===== src/mbp_cfg.svh =====
// mbp_cfg.svh: constants of the multiplexed 8-bit external bus port.
// assumes a 250 MHz core clock; included by its bare name.
// What this block does
// - upper twelve address bits held whole cycle
// - low lanes carry address, then data
// - latch strobe high during address phase
// - write strobe low while write data valid
// - upper chip select low for memory cycles inside range
// - read strobe low; device drives data
// - cycle waits for ready unless ignored or a halt cycle
// - three-bit status code for each cycle
// - transceiver enable low only during transfer
`ifndef MBP_CFG_SVH
`define MBP_CFG_SVH
`define MBP_ST_INTA   3'h0
`define MBP_ST_IORD   3'h1
`define MBP_ST_IOWR   3'h2
`define MBP_ST_HALT   3'h3
`define MBP_ST_FETCH  3'h4
`define MBP_ST_MEMRD  3'h5
`define MBP_ST_MEMWR  3'h6
`define MBP_ST_IDLE   3'h7
`define MBP_UCS_RST_BASE 20'hF_0000
`define MBP_ADDR_W    20
`define MBP_UPPER_LSB 8
`endif


===== src/mbp_pkg.sv =====
// mbp_pkg.sv: types shared by the bus port modules.
// assumes mbp_cfg.svh is on the include path.
package mbp_pkg;
  typedef enum logic [1:0]
  {
    MBP_IDLE  = 2'b00,
    MBP_ADDR  = 2'b01,
    MBP_DATA  = 2'b11,
    MBP_END   = 2'b10
  } mbp_state_t;
  typedef logic [2:0] mbp_status_t;
endpackage


===== src/mbp_bus_port.sv =====
// mbp_bus_port.sv: external bus cycle sequencer, 8-bit multiplexed lanes.
// assumes request inputs synchronous to core_clk_in; one cycle per request.
`timescale 1ns/10ps
`include "mbp_cfg.svh"
module mbp_bus_port
  import mbp_pkg::*;
(
  input  wire logic        core_clk_in,              // 250 MHz core clock
  input  wire logic        rst_n_in,                 // sync reset, active low
  input  wire logic        req_valid_in,             // core requests a cycle
  input  wire logic [2:0]  req_kind_in,              // status code of request
  input  wire logic [19:0] req_addr_in,              // cycle address
  input  wire logic [7:0]  req_wdata_in,             // write data
  input  wire logic [19:0] ucs_base_in,              // chip select range low
  input  wire logic [19:0] ucs_limit_in,             // chip select range high
  input  wire logic        ucs_ign_ready_in,         // ignore ready in range
  input  wire logic        ready_in,                 // far side ends cycle
  input  wire logic [7:0]  shared_addr_data_lane_in, // lane input
  output logic             req_ready_out,            // request accepted
  output logic             rsp_valid_out,            // cycle done pulse
  output logic [7:0]       rsp_rdata_out,            // read data
  output logic [11:0]      upper_addr_bit_out,       // address 19..8
  output logic [7:0]       shared_addr_data_lane_out,// lane output
  output logic             shared_addr_data_lane_oe_out, // lane drive enable
  output logic             ale_out,                  // address latch strobe
  output logic             rd_n_out,                 // read strobe
  output logic             wr_n_out,                 // write strobe
  output logic             den_n_out,                // transceiver enable
  output logic             dt_r_n_out,               // direction, high=transmit
  output logic [2:0]       cycle_status_code_out,    // cycle type
  output logic             ucs_n_out                 // upper chip select
);
  // ------------------------------------------------------------
  // decode
  // ------------------------------------------------------------
  mbp_state_t  state_r, state_nxt;
  logic [19:0] addr_r;
  logic [7:0]  wdata_r;
  mbp_status_t kind_r;
  logic        ucs_hit;
  logic        ucs_hit_nxt;

  // read and write kinds, shared by the strobes and by their checks
  function automatic logic mbp_reads(input mbp_status_t k);
    return (k == `MBP_ST_IORD) || (k == `MBP_ST_MEMRD) || (k == `MBP_ST_FETCH)
           || (k == `MBP_ST_INTA);
  endfunction
  function automatic logic mbp_writes(input mbp_status_t k);
    return (k == `MBP_ST_IOWR) || (k == `MBP_ST_MEMWR);
  endfunction

  wire         take      = (state_r == MBP_IDLE) && req_valid_in && (req_kind_in != `MBP_ST_IDLE);
  wire         is_write  = mbp_writes(kind_r);
  wire         is_read   = mbp_reads(kind_r);
  wire         is_mem    = kind_r[2];
  // halt has no data transfer, so it needs no ready
  wire         no_xfer   = (kind_r == `MBP_ST_HALT);
  wire         done      = no_xfer || ready_in || (ucs_hit && ucs_ign_ready_in);
  // pins are computed from the next state so they line up with state_r
  wire [2:0]   nk        = take ? req_kind_in : kind_r;
  wire [19:0]  na        = take ? req_addr_in : addr_r;
  wire         nk_mem    = nk[2] && (nk != `MBP_ST_IDLE);

  mbp_ucs_decode i_mbp_ucs_decode
  (
    .addr_in   (addr_r),
    .is_mem_in (is_mem),
    .base_in   (ucs_base_in),
    .limit_in  (ucs_limit_in),
    .hit_out   (ucs_hit)
  );
  // second copy looks at the next address so the select pin can be registered
  mbp_ucs_decode i_mbp_ucs_decode_nxt
  (
    .addr_in   (na),
    .is_mem_in (nk_mem),
    .base_in   (ucs_base_in),
    .limit_in  (ucs_limit_in),
    .hit_out   (ucs_hit_nxt)
  );

  always_comb
  begin
    state_nxt = state_r;
    unique case (state_r)
      MBP_IDLE: if (take) state_nxt = MBP_ADDR;
      MBP_ADDR: state_nxt = MBP_DATA;
      MBP_DATA: if (done) state_nxt = MBP_END;
      MBP_END:  state_nxt = MBP_IDLE;
    endcase
  end

  // ------------------------------------------------------------
  // sequencer and registered pins
  // ------------------------------------------------------------
  wire in_addr = (state_nxt == MBP_ADDR);
  wire in_data = (state_nxt == MBP_DATA);
  wire in_cyc  = (state_nxt != MBP_IDLE);

  always_ff @(posedge core_clk_in)
  begin
    if (!rst_n_in)
    begin
      state_r <= MBP_IDLE;
      addr_r  <= 20'h0_0000;
      wdata_r <= 8'h00;
      kind_r  <= `MBP_ST_IDLE;
    end
    else
    begin
      state_r <= state_nxt;
      if (take)
      begin
        addr_r  <= req_addr_in;
        wdata_r <= req_wdata_in;
        kind_r  <= req_kind_in;
      end
    end
  end

  // strobe conditions, decoded once for the pins below
  wire rd_act  = in_data && is_read;
  wire wr_act  = in_data && is_write;
  wire den_act = in_data && !no_xfer;
  always_ff @(posedge core_clk_in)
  begin
    if (!rst_n_in)
    begin
      req_ready_out                <= 1'b0;
      rsp_valid_out                <= 1'b0;
      rsp_rdata_out                <= 8'h00;
      upper_addr_bit_out           <= 12'h000;
      shared_addr_data_lane_out    <= 8'h00;
      shared_addr_data_lane_oe_out <= 1'b0;
      ale_out                      <= 1'b0;
      rd_n_out                     <= 1'b1;
      wr_n_out                     <= 1'b1;
      den_n_out                    <= 1'b1;
      dt_r_n_out                   <= 1'b1;
      cycle_status_code_out        <= `MBP_ST_IDLE;
      ucs_n_out                    <= 1'b1;
    end
    else
    begin
      req_ready_out <= take;
      rsp_valid_out <= (state_r == MBP_DATA) && done;
      if ((state_r == MBP_DATA) && done && is_read)
        rsp_rdata_out <= shared_addr_data_lane_in;
      if (in_cyc)
        upper_addr_bit_out <= na[19:`MBP_UPPER_LSB];
      shared_addr_data_lane_out <= in_addr ? na[7:0] : wdata_r;
      shared_addr_data_lane_oe_out <= in_addr || (in_data && is_write);
      ale_out  <= in_addr;
      rd_n_out <= !rd_act;
      wr_n_out <= !wr_act;
      den_n_out <= !den_act;
      dt_r_n_out <= !(in_cyc && is_read && !in_addr);
      cycle_status_code_out <= in_cyc && (state_nxt != MBP_END) ? nk : `MBP_ST_IDLE;
      ucs_n_out <= !(in_cyc && (state_nxt != MBP_END) && ucs_hit_nxt);
    end
  end
endmodule


===== src/mbp_ucs_decode.sv =====
// mbp_ucs_decode.sv: upper chip select range match.
// assumes base/limit are stable while a cycle is open.
`timescale 1ns/10ps
`include "mbp_cfg.svh"
module mbp_ucs_decode
  import mbp_pkg::*;
(
  input  wire logic [19:0] addr_in,     // cycle address
  input  wire logic        is_mem_in,   // cycle targets memory
  input  wire logic [19:0] base_in,     // lowest selected address
  input  wire logic [19:0] limit_in,    // highest selected address
  output logic             hit_out      // address in range
);
  // io cycles never select upper memory
  assign hit_out = is_mem_in && (addr_in >= base_in) && (addr_in <= limit_in);
endmodule


===== config.mk =====
export PLATFORM = sky130hd
export DESIGN_NAME = mbp_bus_port
export DESIGN_NICKNAME = d
export VERILOG_FILES = /design/src/mbp_pkg.sv /design/src/mbp_bus_port.sv /design/src/mbp_ucs_decode.sv
export VERILOG_INCLUDE_DIRS = /design/src /design/src/src
export SDC_FILE = /design/constraint.sdc
export NUM_CORES = 1
export LEC_CHECK = 0
export BUFFER_PORTS_ARGS = -buffer_cell sky130_fd_sc_hd__buf_4
export CAP_MARGIN = 30
export CELL_PAD_IN_SITES_DETAIL_PLACEMENT = 2
export CELL_PAD_IN_SITES_GLOBAL_PLACEMENT = 2
export CORE_UTILIZATION = 29
export DETAILED_ROUTE_END_ITERATION = 10
export GPL_TIMING_DRIVEN = 0
export PLACE_DENSITY = 0.79
export SETUP_SLACK_MARGIN = 0.15
export SLEW_MARGIN = 20
export SYNTH_ARGS = -nofsm -noshare
export SYNTH_HDL_FRONTEND = slang
export SYNTH_HIERARCHICAL = 1
export SYNTH_SLANG_ARGS = --single-unit
export TNS_END_PERCENT = 1

===== constraint.sdc =====
create_clock -name core_clk_in -period 3.3 [get_ports core_clk_in]
set_input_delay 0.66 -clock core_clk_in [delete_from_list [all_inputs] [get_ports core_clk_in]]
set_output_delay 0.66 -clock core_clk_in [all_outputs]
set_load 0.02 [all_outputs]

# Yosys cells after proc, flatten, opt, wreduce, memory -nomap -nowiden
# Cells that the tools add are included.
# classes
order_cmp	4
eq_ne	14
mux	6
reduce_logical	35
# op_table
operator	count
20-bit greater-or-equal comparator	2
20-bit <= comparator	2
20-bit two-way mux	1
1-bit logical AND	17
3-bit == test (second input constant)	3
8-bit two-way mux	1
2-bit case mux with 4 select lines	1
1-bit zero test	7
1-bit logical OR	7
2-bit == test (second input constant)	3
3-bit by 2-bit == test with 1-bit output (second input constant)	2
3-bit inequality test (second input constant)	2
2-bit by 1-bit == test with 1-bit output (second input constant)	2
2-bit two-way mux	2
3-bit by 1-bit == test with 1-bit output (second input constant)	1
3-bit zero test	1
3-bit two-way mux	1
2-bit zero test	1
2-bit inequality test (second input constant)	1
2-bit AND reduction	1
2-bit nonzero test	1
# totals
register_bits	73
out_inout_bits	40
wordCells	76

# Logic depth before layout (Yosys ltp)
# Gate-level depths: netlist of the first run.
# logic_depth
ltp_word	11
mapped_depth	14
mapped_depth_nobuf	12

# Modules after synthesis
# Netlist of the first run, hierarchy kept.
# by_module_without_submodules
module	instances	cells_per_inst	area_per_inst_um2	seq_area_each_um2
mbp_bus_port	1	315	3046.7	1461.4
mbp_ucs_decode	2	137	985.9	0.0

# Worst setup path before layout of the first run
# Ideal clock, no wire load.
# synth_timing
path_type	input to register
from	input req_valid_in
to	register ucs_n_out
arrival_ns	2.970
required_time_ns	3.161
path_slack_ns	0.191
path_stages	13
path_buffers	2
path_cell_list	or3b_1 -> buf_6 -> buf_6 -> o21ai_2 -> nand2_1 -> ha_1 -> a21o_1 -> a221o_1 -> a221o_1 -> a21oi_2 -> o21ai_1 -> a22oi_1 -> o211ai_1
# synth_rtl
element	line_no	text
start: declaration	mbp_bus_port.sv:10	input wire logic req_valid_in,
1-bit logical AND (*) (2 in series)	mbp_bus_port.sv:52	wire take = (state_r == MBP_IDLE) && req_valid_in && (req_kind_in != `MBP_ST_IDLE);
20-bit two-way mux (*)	n/a	
via na[13]	mbp_bus_port.sv:61	wire [19:0] na = take ? req_addr_in : addr_r;
20-bit greater-or-equal comparator	mbp_ucs_decode.sv:15	assign hit_out = is_mem_in && (addr_in >= base_in) && (addr_in <= limit_in);
1-bit logical AND	mbp_ucs_decode.sv:15	
1-bit logical AND (*)	mbp_ucs_decode.sv:15	
via ucs_hit_nxt	mbp_bus_port.sv:41	logic ucs_hit_nxt;
1-bit logical AND (*)	mbp_bus_port.sv:159	ucs_n_out <= !(in_cyc && (state_nxt != MBP_END) && ucs_hit_nxt);
1-bit zero test (*)	mbp_bus_port.sv:159	
end signal: assignment	mbp_bus_port.sv:159	
end: declaration	mbp_bus_port.sv:31	output logic ucs_n_out
# The timed path passes the listed nets; every way through them passes the cells marked *.
# A chain may end at the register's enable or synchronous reset.

# Worst setup path after layout of the first run
# Ends and elaborated chain as after synthesis.

==> results of run 1 <==
==> metal layers <==
layer  part of all wire [%]  track usage, %  routed length [um]
met5                      0               0                   0
met4                    1.6            6.69                 308
met3                    5.8            4.83                1110
met2                     51            39.6                9780
met1                     41            25.3                7890
==> cells in the mapped netlist, types with 3 or more instances <==
| cell | count |
|---|---|
| clkbuf_1 | 12 |
| a22oi_1 | 3 |
| dfxtp_1 | 73 |
| nor2b_1 | 5 |
| a221o_1 | 4 |
| a211oi_1 | 4 |
| nor2_1 | 7 |
| and4_1 | 6 |
| o21ai_2 | 25 |
| buf_2 | 7 |
| nand2_1 | 59 |
| a21boi_1 | 48 |
| o21ai_0 | 20 |
| o221ai_1 | 3 |
| nand3_1 | 35 |
| ha_1 | 80 |
| o21ai_1 | 14 |
| nand4_1 | 8 |
| buf_6 | 6 |
| mux2i_1 | 8 |
| a21o_1 | 4 |
| mux2_2 | 12 |
| inv_1 | 84 |
| a21oi_1 | 25 |
| and2_1 | 4 |
==> state kept, by name, summed over array words and instances (netlist names), 2 cells and up <==
name                       cells
kind_r                         3
wdata_r                        8
state_r                        2
shared_addr_data_lane_out      8
upper_addr_bit_out            12
addr_r                        20
cycle_status_code_out          3
rsp_rdata_out                  8
==> final cells by class <==
cell class                      instances  area, um^2
Fill cell                            1890        9970
Multi-Input combinational cell        406        3250
Sequential cell                        73        1460
Timing Repair Buffer                  135        1010
Inverter                               84         315
Tap cell                              220         275
Clock buffer                           11         233
Buffer                                 26         185
Clock inverter                          5        56.3
==> power by group through the flow <==
stage | clock network [W] | logic, W | registers (W)
global route | 0.00103 | 0.000812 | 0.000981
floorplan | 0 | 0.000368 | 0.00101
finish | 0.000967 | 0.000736 | 0.000976
CTS | 0.000994 | 0.000704 | 0.000975
detailed placement | 0 | 0.000682 | 0.000993
global placement | 0 | 0.000633 | 0.000990
==> through the flow <==
step	hold slack [ps]	setup slack [ps]	instance area, um^2
after floorplan	439	191	5020
after global placement	443	-547	6220
after detailed placement	459	-655	6220
after CTS	468	-13.2	6600
after global routing	492	8.67	6790
final	468	90.8	6790
==> worst max-delay path, stage by stage <==
cell and delay [ps]:
buf_4 100, or3b_4 380, buf_8 140, buf_12 140, o21ai_4 150, nand2_4 80, ha_4 220, a21o_1 180
a221o_1 360, a221o_1 380, a21oi_2 140, o21ai_2 80, a22oi_2 230, o211ai_1 140
==> what timing repair did <==
action                                  4_1_cts  5_1_grt
gates resized for setup                      16       26
pin swaps                                     4       11
endpoints found under the setup margin        9       16
hold buffers                                  0        0
buffers inserted                              2       10
==> worst min-delay path by stage <==
stage,start,end,slack (ps),depth (start not counted)
6_report,wdata_r[3],wdata_r[3],470,2
5_1_grt,wdata_r[4],wdata_r[4],490,2
4_1_cts,wdata_r[3],wdata_r[3],470,2
3_5_place_dp,wdata_r[3],wdata_r[3],460,2
3_3_place_gp,rsp_rdata_out[7],rsp_rdata_out[7],440,2
2_1_floorplan,wdata_r[0],wdata_r[0],440,2
==> cell families after synthesis <==
logic type,count (synthesis)
AO/OA/AOI/OAI,166
AND/OR/NAND/NOR,140
buffers and inverters,110
adder cells (fa/ha/maj),80
flip-flops,73
multiplexers,20
==> flow_metrics.tcl, run 1 <==
set metrics [dict create \
    status "complete, no violations" \
    yosys_warnings 6 \
    grt_pass1_wl_um 29600 \
    viasPerCell 5.07 \
    cp_data_required_time_ps 3480 \
    final_util_pct 40.5 \
    drt_iter0_markers 107 \
    grt.total_usage_pct 21.8 \
    layout-drive-gt1-share_pct 31.5 \
    start_util_pct 29.9 \
    portBuffers 123 \
    worst_pin_slew_ps 576 \
    synth-simple-area-share_pct 14.1 \
    min_path_type "flop to flop" \
    crit_type "input port to flop" \
    hpwl_um 15600 \
    synth.distinct_cells 49 \
    internal_power_w 0.00184 \
    async_flop_share_pct 0 \
    antenna_found_initial 0 \
    totalWireLength_um 19100 \
    hold_viol 0 \
    num_vias 4871 \
    yosysTopAreaCell "dfxtp_1" \
    synth-adder-area-share_pct 19.9 \
    cts-root-buf "clkbuf_16" \
    ir_drop_mv 0.231 \
    die_w_um 134 \
    antennaDiodeCount 0 \
    drv_slew 0 \
    reg2reg_slack_ps 100 \
    synth-edff-count 0 \
    final_cells 960 \
    fin_crit_sh_pct 97.2 \
    p_switching_w 0.000838 \
    clkPwrFrac_pct 36.1 \
    routabilityCongestion 0.817 \
    seq_power_share_pct 36.4 \
    numCtsBuffers 9 \
    power_w 0.00268 \
    first_pass_iters 4 \
    comb_power_share_pct 27.5 \
    ys.flop_type "dfxtp_1" \
    ff2ff_path_depth 14 \
    drtAntennaViolNets 0 \
    max_freq_mhz 312 \
    min_period_ps 3210 \
    powerDensity_nw_per_um2 395 \
    syn_area_um2 5020 \
    nets 899 \
    synth_nets 753 \
    gr-total-overflow 0 \
    pin_count 124 \
    wire_per_inst_um 19.9 \
    cts_buffer_depth 2 \
    htreeDepth 3 \
    endpoint "ucs_n_out" \
    die_area_um2 17800 \
    grt_max_degree 13 \
    path_max_fanout 8 \
    synthMuxAreaShare_pct 4.29 \
    critical_path_arrival_ps 3390 \
    num_rows 47 \
    p_leak_nw 3.40 \
    synth_xor_area_share_pct 0 \
    synth_compound_area_share_pct 23.2 \
    finalSetupViolCount 0 \
    area_delta_synth_final_pct 35.3 \
    grt_pass1_vias 5547 \
    path_clk_slew_ps 60 \
    crit_start "req_valid_in" \
    rsz0062_at_grt "yes" \
    cts_tree "done" \
    core_um2 16800 \
    synth-seq-cells 73 \
    cts_sinks 73 \
    synth_cells 589 \
    worstSetupEndpointType "flop" \
    syn-mean-instance-area_um2 8.52 \
    synth_top_cells_by_area "dfxtp_1 (29%), ha_1 (20%), a21boi_1 (7.2%)" \
    place_inst 932 \
    drcViolationCount 0 \
    r2r_start "state_r[0]" \
    max_slew_margin_pct 61.6 \
    synthDominantCellAreaShare_pct 29.1 \
    layout_common_cells "buf_4 (137), inv_1 (84), ha_1 (76)" \
    max_cap_viol_count 0 \
    synth_top_family_by_area "compound AO/OA/AOI/OAI gates" \
    clock_skew_ps 10.3 \
    critPathLaunchType "input port" \
    final_common_cell "buf_4" \
    fp.dieH_um 134 \
    switching_share_pct 31.3 \
    setup_tns_ps 0 \
    clock_latency_ps 340 \
    yosysSeqAreaShare_pct 29.1 \
    timing.rr.end "ucs_n_out" \
]
No activity file was read; power rests on OpenSTA's default activity.
==> run 2, diff against run 1 <==
Settings changed: CORE_ASPECT_RATIO from default to 0.8, CORE_UTILIZATION 29 to 32, PLACE_DENSITY 0.79 to 0.83.
Clock period 3.3 ns to 3 ns, I/O delays scaled along.
==> flow_metrics.tcl, run 2 (synthesized netlist as in run 1, its figures left out) <==
set metrics [dict create \
    start_util_pct 33.1 \
    cts_buffer_depth 2 \
    fin_crit_sh_pct 106 \
    numCtsBuffers 9 \
    antenna_found_initial 0 \
    max_freq_mhz 315 \
    cts_tree "done" \
    final_cells 955 \
    cp_data_required_time_ps 3180 \
    die_w_um 142 \
    die_area_um2 16200 \
    antennaDiodeCount 0 \
    layout_common_cells "buf_4 (140), inv_1 (82), ha_1 (73)" \
    powerDensity_nw_per_um2 450 \
    reg_top3 "addr_r (20), upper_addr_bit_out (12)" \
    clock_skew_ps 6.27 \
    portBuffers 123 \
    hold_viol 0 \
    hpwl_um 15500 \
    stdcell_area_um2 6900 \
    crit_type "flop to flop" \
    grt_pass1_vias 5540 \
    place_ws_ps -736 \
    p_leak_nw 3.44 \
    path_clk_slew_ps 60 \
    core_um2 15200 \
    nets 904 \
    htreeDepth 3 \
    place_inst 922 \
    num_rows 40 \
    max_slew_margin_pct 64.4 \
    worst_pin_slew_ps 534 \
    grt_pass1_wl_um 30600 \
    worstSetupEndpointType "flop" \
    critical_path_arrival_ps 3360 \
    wire_per_inst_um 21.7 \
    drt_iter0_markers 163 \
    clock_latency_ps 340 \
    grt_max_degree 13 \
    pin_count 124 \
    min_period_ps 3180 \
    final_common_cell "buf_4" \
    largest-register "addr_r" \
    cts_sinks 73 \
    ir_drop_mv 0.259 \
    status "complete, but fails checks" \
    layout-drive-gt1-share_pct 33.2 \
    totalWireLength_um 20800 \
    largest_register_ffs 20 \
    drcViolationCount 0 \
    max_cap_viol_count 0 \
    path_max_fanout 6 \
    reg2reg_slack_ps -180 \
    drtAntennaViolNets 0 \
    critPathLaunchType "flop" \
    num_vias 4956 \
    rsz0062_at_grt "yes" \
    area_delta_synth_final_pct 37.4 \
    min_path_type "flop to flop" \
    first_pass_iters 4 \
    routabilityCongestion 0.847 \
    placed_area_um2 6210 \
    finalSetupViolCount 1 \
    violations "setup timing" \
    drv_slew 0 \
    grt.total_usage_pct 25.0 \
    cts-root-buf "clkbuf_16" \
    fp.dieH_um 114 \
    gr-total-overflow 0 \
    viasPerCell 5.19 \
    setup_slack_ps -176 \
]
[run 2: what timing repair did]
| item | in CTS | in global routing |
|---|---|---|
| buffers inserted | 9 | 8 |
| hold buffers | 0 | 0 |
| setup endpoints to repair | 16 | 16 |
| pin swaps | 8 | 14 |
| resized for setup | 28 | 21 |
[run 2: critical path, cell delays in order, from the launching register on]
cell and delay (ps):
dfxtp_1 310, buf_6 130, or3b_1 360, buf_6 150, buf_12 140, buf_2 150, o21ai_2 180, nand2_1 140
ha_1 350, nand2_1 90, nor4_2 390, o31ai_1 140, a22oi_2 330, o211ai_1 150
[run 2: layout make-up]
class	count	area (um^2)
Buffer	26	180
Clock buffer	11	253
Clock inverter	5	77.6
Fill cell	1654	8270
Inverter	84	315
Multi-Input combinational cell	406	3270
Sequential cell	73	1470
Tap cell	210	263
Timing Repair Buffer	140	1060
[run 2: through the flow]
step / setup TNS, ps / hold WS [ps] / utilization (%) / power, W
final: -176 / 462 / 45.5 / 0.00310
after global routing: -274 / 494 / 45.5 / 0.00324
after CTS: -182 / 467 / 44.5 / 0.00307
after detailed placement: -5930 / 459 / 41.0 / 0.00184
after global placement: -5260 / 444 / 41.0 / 0.00178
after floorplan: 0 / 439 / - / 0.00151
[run 2: final timing paths]
| kind | from | endpoint | depth (start not counted) |
|---|---|---|---|
| min reg2reg | rsp_rdata_out[3] | rsp_rdata_out[3] | 2 |
| min | rsp_rdata_out[3] | rsp_rdata_out[3] | 2 |
| max | state_r[0] | ucs_n_out | 13 |
| max reg2reg | state_r[0] | ucs_n_out | 13 |
[run 2: report_power, final]
group	internal, W	switching [W]
sequential	0.00102	0.0000536
clock	0.000770	0.000418
combinational	0.000369	0.000470
total	0.00216	0.000941
[run 2: layer usage]
| layer | global-route usage [%] | vias to the layer above | routed length (um) |
|---|---|---|---|
| met5 | 0 | - | 0 |
| met2 | 44.5 | 122 | 10300 |
| li1 | - | 2371 | - |
| met3 | 5.92 | 22 | 1030 |
| met1 | 30.4 | 2441 | 9200 |
| met4 | 5.23 | 0 | 279 |
